File: src/verilog/addr_shift_consts.svh
`ifndef ADDR_SHIFT_CONSTS_SVH
`define ADDR_SHIFT_CONSTS_SVH

// ==========================================================================
// cell geometry
`define CELL_STAGES    16
`define CELL_ADDR_W    4

// ==========================================================================
// tile geometry
`define TILE_CELLS     8
`define CHAIN_STAGES   128
`define CHAIN_ADDR_W   7
`define SEL_A_BIT      4
`define SEL_B_BIT      5
`define SEL_C_BIT      6

// ==========================================================================
// feed buffer
`define FEED_DEPTH     8
`define FEED_WIDTH     1

// ==========================================================================
// reset values of control state
`define OUT_FF_RST     1'h0
`define FILL_RST       8'h00

`endif

File: src/verilog/addr_shift_pkg.sv
`include "addr_shift_consts.svh"

// ==========================================================================
// shared types
package addr_shift_pkg;
  typedef logic [`CELL_ADDR_W-1:0]  cell_addr_t;
  typedef logic [`CHAIN_ADDR_W-1:0] chain_addr_t;
  typedef logic [`TILE_CELLS-1:0]   cell_bits_t;
  typedef logic [`CHAIN_ADDR_W:0]   fill_count_t;
endpackage

File: src/verilog/feed_stream_if.sv
`timescale 1ns/100ps

// ==========================================================================
// valid/ready stream between feed buffer and shift logic
interface feed_stream_if #(
  parameter int WIDTH = 1
);
  logic             valid;
  logic             ready;
  logic [WIDTH-1:0] data;

  modport src (output valid, output data, input ready);
  modport snk (input valid, input data, output ready);
endinterface

File: src/verilog/addressable_shift_register.sv
`timescale 1ns/100ps
`include "addr_shift_consts.svh"

// ==========================================================================
// addressable shift chain of one logic tile

module addressable_shift_register #(
  parameter int FEED_W     = `FEED_WIDTH,
  parameter int FEED_DEPTH = `FEED_DEPTH
) (
  input  wire logic                          core_clk,    // system clock
  input  wire logic                          rst_b,       // sync reset, low
  input  wire logic                          shift_en,    // clock enable
  input  wire logic                          in_valid,    // serial bit valid
  input  wire logic                          in_data,     // serial bit
  output logic                               in_ready,    // feed can accept
  input  wire addr_shift_pkg::chain_addr_t   rd_addr,     // stage select
  input  wire logic                          use_out_ff,  // pick registered
  output logic                               async_q,     // mux output
  output logic                               sync_q,      // flip-flop output
  output logic                               data_out,    // chosen read
  output logic                               cascade_out, // last chain stage
  output logic                               shifted,     // shift this cycle
  output logic [$clog2(FEED_DEPTH):0]        feed_level,  // buffered bits
  output logic                               chain_primed // all stages loaded
);

  // ========================================================================
  // local sizes
  localparam int CELLS  = `TILE_CELLS;
  localparam int STAGES = `CELL_STAGES;
  localparam int NA     = CELLS / 2;
  localparam int NB     = CELLS / 4;

  // ========================================================================
  // declarations
  feed_stream_if #(.WIDTH(FEED_W)) feed ();

  addr_shift_pkg::cell_bits_t  cell_q;
  addr_shift_pkg::cell_bits_t  cell_casc;
  addr_shift_pkg::cell_bits_t  cell_in;
  addr_shift_pkg::cell_addr_t  cell_addr;
  logic [NA-1:0]               wide_select_stage_a;
  logic [NB-1:0]               wide_select_stage_b;
  logic                        wide_select_stage_c;
  logic                        shift_fire;
  logic                        ser_bit;
  logic                        sync_q_reg, sync_q_next;
  addr_shift_pkg::fill_count_t fill_reg, fill_next;

  // ========================================================================
  // helper functions

  // two-way select used at every wide mux level
  function automatic logic mux2(input logic lo, input logic hi,
                                input logic sel);
    mux2 = sel ? hi : lo;
  endfunction

  // address of the stage within one cell
  function automatic addr_shift_pkg::cell_addr_t cell_part(
    input addr_shift_pkg::chain_addr_t a);
    cell_part = a[`CELL_ADDR_W-1:0];
  endfunction

  // saturating increment of the fill count
  function automatic addr_shift_pkg::fill_count_t fill_step(
    input addr_shift_pkg::fill_count_t c);
    if (c == addr_shift_pkg::fill_count_t'(`CHAIN_STAGES)) begin
      fill_step = c;
    end else begin
      fill_step = c + 1'b1;
    end
  endfunction

  // ========================================================================
  // feed buffer

  // bits wait here until the enable lets the chain take them
  feed_fifo #(
    .WIDTH (FEED_W),
    .DEPTH (FEED_DEPTH)
  ) u_feed (
    .core_clk (core_clk),
    .rst_b    (rst_b),
    .in_valid (in_valid),
    .in_ready (in_ready),
    .in_data  (FEED_W'(in_data)),
    .out      (feed.src),
    .level    (feed_level)
  );

  // ========================================================================
  // shift control

  // chain moves only on an enabled edge with a bit ready
  assign feed.ready = shift_en;                          // stall when off
  assign shift_fire = shift_en & feed.valid;
  assign ser_bit    = feed.data[0];
  assign shifted    = shift_fire;

  // ========================================================================
  // cell chain

  // first cell takes the serial bit, the rest take the cascade
  always_comb begin
    cell_in = '0;
    cell_in[0] = ser_bit;
    for (int i = 1; i < CELLS; i++) begin
      cell_in[i] = cell_casc[i-1];
    end
  end

  // all cells share the low address bits
  assign cell_addr = cell_part(rd_addr);

  // one instance per sixteen stages
  for (genvar g = 0; g < CELLS; g++) begin : g_cell
    shift_cell #(
      .STAGES (STAGES)
    ) u_cell (
      .core_clk    (core_clk),
      .shift_en    (shift_fire),
      .ser_in      (cell_in[g]),
      .addr        (cell_addr),
      .q           (cell_q[g]),
      .cascade_out (cell_casc[g])
    );
  end

  // chain end leaves on its own path, not through the address mux
  assign cascade_out = cell_casc[CELLS-1];

  // ========================================================================
  // wide output multiplexers

  // first level joins cell pairs
  always_comb begin
    wide_select_stage_a = '0;
    for (int i = 0; i < NA; i++) begin
      wide_select_stage_a[i] = mux2(cell_q[2*i], cell_q[2*i+1],
                                    rd_addr[`SEL_A_BIT]);
    end
  end

  // second level joins pairs of pairs
  always_comb begin
    wide_select_stage_b = '0;
    for (int i = 0; i < NB; i++) begin
      wide_select_stage_b[i] = mux2(wide_select_stage_a[2*i],
                                    wide_select_stage_a[2*i+1],
                                    rd_addr[`SEL_B_BIT]);
    end
  end

  // last level covers the whole tile
  always_comb begin
    wide_select_stage_c = mux2(wide_select_stage_b[0],
                               wide_select_stage_b[1],
                               rd_addr[`SEL_C_BIT]);
  end

  // address change shows at once, no clock in the path
  assign async_q = wide_select_stage_c;

  // ========================================================================
  // optional output flip-flop

  // captures the mux under the same enable as the chain
  always_comb begin
    sync_q_next = sync_q_reg;
    if (shift_fire) begin
      sync_q_next = async_q;
    end
  end

  // control flop, cleared so the output is defined from reset
  always_ff @(posedge core_clk) begin
    if (!rst_b) begin
      sync_q_reg <= `OUT_FF_RST;
    end else begin
      sync_q_reg <= sync_q_next;
    end
  end

  // the flop acts as an extra stage only while the address stays fixed
  assign sync_q   = sync_q_reg;
  assign data_out = use_out_ff ? sync_q_reg : async_q;

  // ========================================================================
  // fill tracking

  // counts shifts until every stage has seen a defined bit
  always_comb begin
    fill_next = fill_reg;
    if (shift_fire) begin
      fill_next = fill_step(fill_reg);
    end
  end

  // count is control state; the stages themselves stay uncleared
  always_ff @(posedge core_clk) begin
    if (!rst_b) begin
      fill_reg <= addr_shift_pkg::fill_count_t'(`FILL_RST);
    end else begin
      fill_reg <= fill_next;
    end
  end

  // high once the whole chain holds shifted-in data
  assign chain_primed =
    (fill_reg == addr_shift_pkg::fill_count_t'(`CHAIN_STAGES));

endmodule

File: src/verilog/feed_fifo.sv
`timescale 1ns/100ps
`include "addr_shift_consts.svh"

// ==========================================================================
// feed buffer ahead of the shift chain
module feed_fifo #(
  parameter int WIDTH = `FEED_WIDTH,
  parameter int DEPTH = `FEED_DEPTH
) (
  input  wire logic             core_clk,  // system clock
  input  wire logic             rst_b,     // sync reset, active low
  input  wire logic             in_valid,  // source has a word
  output logic                  in_ready,  // buffer can take a word
  input  wire logic [WIDTH-1:0] in_data,   // word from source
  feed_stream_if.src            out,       // drain side
  output logic [$clog2(DEPTH):0] level     // words held
);
  localparam int PW = $clog2(DEPTH);

  logic [WIDTH-1:0] mem [DEPTH];
  logic [PW-1:0]    wr_ptr_reg, wr_ptr_next;
  logic [PW-1:0]    rd_ptr_reg, rd_ptr_next;
  logic [PW:0]      count_reg, count_next;
  logic             push, pop;

  // handshake terms
  assign in_ready  = (count_reg != (PW+1)'(DEPTH));
  assign out.valid = (count_reg != '0);
  assign out.data  = mem[rd_ptr_reg];
  assign push      = in_valid & in_ready;
  assign pop       = out.valid & out.ready;
  assign level     = count_reg;

  // pointer and count update
  always_comb begin
    wr_ptr_next = wr_ptr_reg;
    rd_ptr_next = rd_ptr_reg;
    count_next  = count_reg;
    if (push) begin
      wr_ptr_next = (wr_ptr_reg == PW'(DEPTH-1)) ? '0 : wr_ptr_reg + 1'b1;
    end
    if (pop) begin
      rd_ptr_next = (rd_ptr_reg == PW'(DEPTH-1)) ? '0 : rd_ptr_reg + 1'b1;
    end
    if (push && !pop) begin
      count_next = count_reg + 1'b1;
    end else if (pop && !push) begin
      count_next = count_reg - 1'b1;
    end
  end

  // registers
  always_ff @(posedge core_clk) begin
    if (!rst_b) begin
      wr_ptr_reg <= '0;
      rd_ptr_reg <= '0;
      count_reg  <= '0;
    end else begin
      wr_ptr_reg <= wr_ptr_next;
      rd_ptr_reg <= rd_ptr_next;
      count_reg  <= count_next;
    end
  end

  // storage, no reset needed
  always_ff @(posedge core_clk) begin
    if (push) begin
      mem[wr_ptr_reg] <= in_data;
    end
  end
endmodule

File: src/verilog/shift_cell.sv
`timescale 1ns/100ps
`include "addr_shift_consts.svh"

// ==========================================================================
// one sixteen-stage addressable cell
module shift_cell #(
  parameter int STAGES = `CELL_STAGES
) (
  input  wire logic                       core_clk,    // system clock
  input  wire logic                       shift_en,    // clock enable
  input  wire logic                       ser_in,      // serial input
  input  wire logic [$clog2(STAGES)-1:0]  addr,        // stage select
  output logic                            q,           // addressed stage
  output logic                            cascade_out  // last stage
);
  logic [STAGES-1:0] stages_reg;
  logic [STAGES-1:0] stages_next;

  // shift toward the top, new bit in stage zero
  always_comb begin
    stages_next = stages_reg;
    if (shift_en) begin
      stages_next = {stages_reg[STAGES-2:0], ser_in};
    end
  end

  // storage has no set or reset
  always_ff @(posedge core_clk) begin
    stages_reg <= stages_next;
  end

  // asynchronous read and dedicated cascade
  assign q           = stages_reg[addr];
  assign cascade_out = stages_reg[STAGES-1];
endmodule
File: config.mk
export PLATFORM = sky130hd
export DESIGN_NAME = addressable_shift_register
export DESIGN_NICKNAME = d
export VERILOG_FILES = /design/src/verilog/addr_shift_pkg.sv /design/src/verilog/feed_stream_if.sv /design/src/verilog/addressable_shift_register.sv /design/src/verilog/feed_fifo.sv /design/src/verilog/shift_cell.sv
export VERILOG_INCLUDE_DIRS = /design/src /design/src/verilog
export SDC_FILE = /design/constraint.sdc
export NUM_CORES = 1
export LEC_CHECK = 0
export BUFFER_PORTS_ARGS = -buffer_cell sky130_fd_sc_hd__clkbuf_2
export CAP_MARGIN = 25
export CORE_ASPECT_RATIO = 1.25
export CORE_MARGIN = 3
export CORE_UTILIZATION = 42
export DETAILED_ROUTE_END_ITERATION = 8
export GPL_ROUTABILITY_DRIVEN = 0
export PLACE_DENSITY = 0.69
export SYNTH_ARGS = -nofsm -noshare
export SYNTH_HDL_FRONTEND = slang
export SYNTH_HIERARCHICAL = 1
export SYNTH_SLANG_ARGS = --single-unit
File: constraint.sdc
create_clock -name core_clk -period 7.5 [get_ports core_clk]
set_input_delay 1.5 -clock core_clk [delete_from_list [all_inputs] [get_ports core_clk]]
set_output_delay 1.5 -clock core_clk [all_outputs]
set_load 0.05 [all_outputs]
==> out/metrics.cfg <==
[synth]
ys_seq_elements = 158
async_flop_share_pct = 0
synthTopCellsByArea = edfxtp_1 (63%), mux4_1 (13%), dfxtp_1 (6.8%)
syn-instance-count = 327
synthTopCellsByCount = edfxtp_1 (136), mux2i_1 (32), mux4_1 (32), dfxtp_1 (22), nand2_1 (16)
syn-num-nets = 350
seq_area_frac_synth_pct = 70.0
synth_edf_count = 136
synth_cell_types = 39
synth_top_area_cell = edfxtp_1
yosysMostFrequentCell = edfxtp_1
synth.top_cell.area_share_pct = 63.2
synth_area_sq_um = 6470
syn_area_per_cell_sq_um = 19.8
yosysWarningCount = 6
synth_flop_cell = edfxtp_1

[cells_and_area]
seqCellArea_sq_um = 4520
diodes = 0
largest_reg_flops = 128
finalNonFillerCells = 563
stdcell_area_sq_um = 7430
fillers = 1218
multiInputGateArea_sq_um = 1900
layout.nets = 391
area_delta_synth_final_pct = 14.8
drive_gt1_share_pct = 18.4

[min_path]
hp-start = g_cell[7].u_cell/stages_reg[14]$_DFFE_PP_
hold_depth = 0
whs_endpoint = g_cell[7].u_cell/stages_reg[15]$_DFFE_PP_
min-delay-path-class = reg -> reg

[clocking]
clk-insertion-delay-late_ns = 0.41
cts_made_buffers = 17
cts_resized = 0
cts_max_level = 4
clk_pin_slew_ns = 0.06
cts_max_path_buffers = 2
cts_tree = yes
cts.sinks = 158
clockRootBuffer = clkbuf_16
holdBufCountCts = 0
cts_setup_buffers = 0

[sta]
worstMarginPinSlew_ns = 0.831
setup_slack_ns = 2.06
drv_slew = 0
worst_slew_margin_rel_pct = 44.6
tns_ns = 0
finalCritPeriodShare_pct = 72.6
fmax_mhz = 184
finalHoldViolations = 0
finalSetupViolCount = 0
worst_clock_skew_ns = 0.00686
fin_crit_ns = 5.44
grt_setup_unrepaired = false

[run_status]
status = finished, final reports clean

[global_routing]
grt_pass1_wl_microns = 16500
grt_overflow_total = 0
grt_max_degree = 87
grt_pass1_vias = 3189
antenna_found_initial = 0
grt_use_total_pct = 13.0

[critical_path]
critPathLaunchType = input pin
r2r_end = u_feed/level[3]$_SDFFE_PN0P_
crit_type = in -> out
cp_max_fo = 32
r2r-start = u_feed/level[1]$_SDFFE_PN0P_
cp.required_ns = 6.00
end_kind = primary output
worst-r2r-setup-slack_ns = 4.89
reg2regPathDepth = 10
cp.arrival_ns = 3.94

[route]
first_pass_iters = 4
vias_per_cell = 5.52
drt-total-wl_microns = 10000
drt_drc_violations_left = 0
drtIter0Drc = 223
vias = 3109
ant_nets = 0
wire_per_inst_microns = 17.8

[placed_design]
place_ws_ns = 1.75
place_area_sq_um = 6800
portBuffers = 23
dpl.hpwl_microns = 5960
dp.cells = 529

[power]
max-vdd-ir-drop_mv = 0.282
powerDensity_nw_per_um2 = 350
p_leak_uw = 0.00232

[die]
die_x_microns = 117
core_area_sq_um = 15000
start_util_pct = 43.1
fp.dieArea_sq_um = 16900
fp.dieH_microns = 145
num_rows = 50
io_pins = 24

[job]
drv_cap = 0

## report_power, final
part | total (uW) | internal [uW] | switching [uW] | leakage [uW]
clock network | 843 | 520 | 323 | 0.000279
logic | 519 | 174 | 345 | 0.000828
registers | 1240 | 1170 | 69.9 | 0.00121
total | 2600 | 1860 | 739 | 0.00232
## layout make-up
type,instances,area share [%]
clock buffers,20,5.88
clock inverters,12,1.95
inverters,6,0.337
multi-input cells,159,25.5
flip-flops and latches,158,60.9
well taps,182,3.07
repair buffers,26,2.29
## worst max path at each step
stage	start	end	slack, ns
after floorplan	shift_en	shifted	1.60
after global placement	rd_addr[0]	data_out	1.76
after detailed placement	rd_addr[0]	data_out	1.75
after CTS	rd_addr[0]	data_out	1.72
after global routing	rd_addr[1]	data_out	1.94
final	rd_addr[1]	data_out	2.06
## layout by cell type, fill, tap and decap left out, types with 4 or more instances in the layout
cell       synthesis  routed
a21boi_1           4       4
and2_1             8       8
clkbuf_16          0      17
clkbuf_2           0      23
dfxtp_1           22      22
edfxtp_1         136     136
ha_1               9       9
inv_1              5       4
mux2i_1           32      32
mux4_1            32      32
nand2_1           16      16
nand2b_1           4       4
nand3_1            4       4
nand4_1            4       4
nor2_1             5       5
nor3_1             4       4
xnor2_1            8       8
## critical path, cell delays in order
cell      delay [ns]
clkbuf_2        0.62
mux4_1          0.29
mux2i_1         0.08
mux2i_1         0.28
mux2i_1         0.14
mux4_2          0.58
o21ai_2         0.14
clkbuf_2        0.28
## through the flow
step                      total power [uW]  hold slack, ns  util (%)
after detailed placement              1770           0.430      45.3
after global routing                  2730           0.447      49.5
after CTS                             2620           0.439      49.1
after global placement                1740           0.421      45.3
after floorplan                       1650           0.417         -
final                                 2600           0.439      49.5
## cell families (layout without fill, tap and decap cells)
group | after synthesis | count (layout) | synth area share, %
compound gates | 13 | 13 | 1.64
xor+xnor | 8 | 8 | 1.08
simple gates | 60 | 60 | 5.38
fa+ha+maj | 10 | 10 | 2.05
buf+inv | 10 | 64 | 0.697
flops | 158 | 158 | 70.0
mux | 68 | 68 | 19.2
## metal layers
layer | wire length, microns | global-route usage (%)
met3 | 394 | 3.74
met1 | 4720 | 17.6
met4 | 228 | 6.34
met2 | 4700 | 19.4
met5 | 0 | 0
Power figures use the tool's default switching activity.
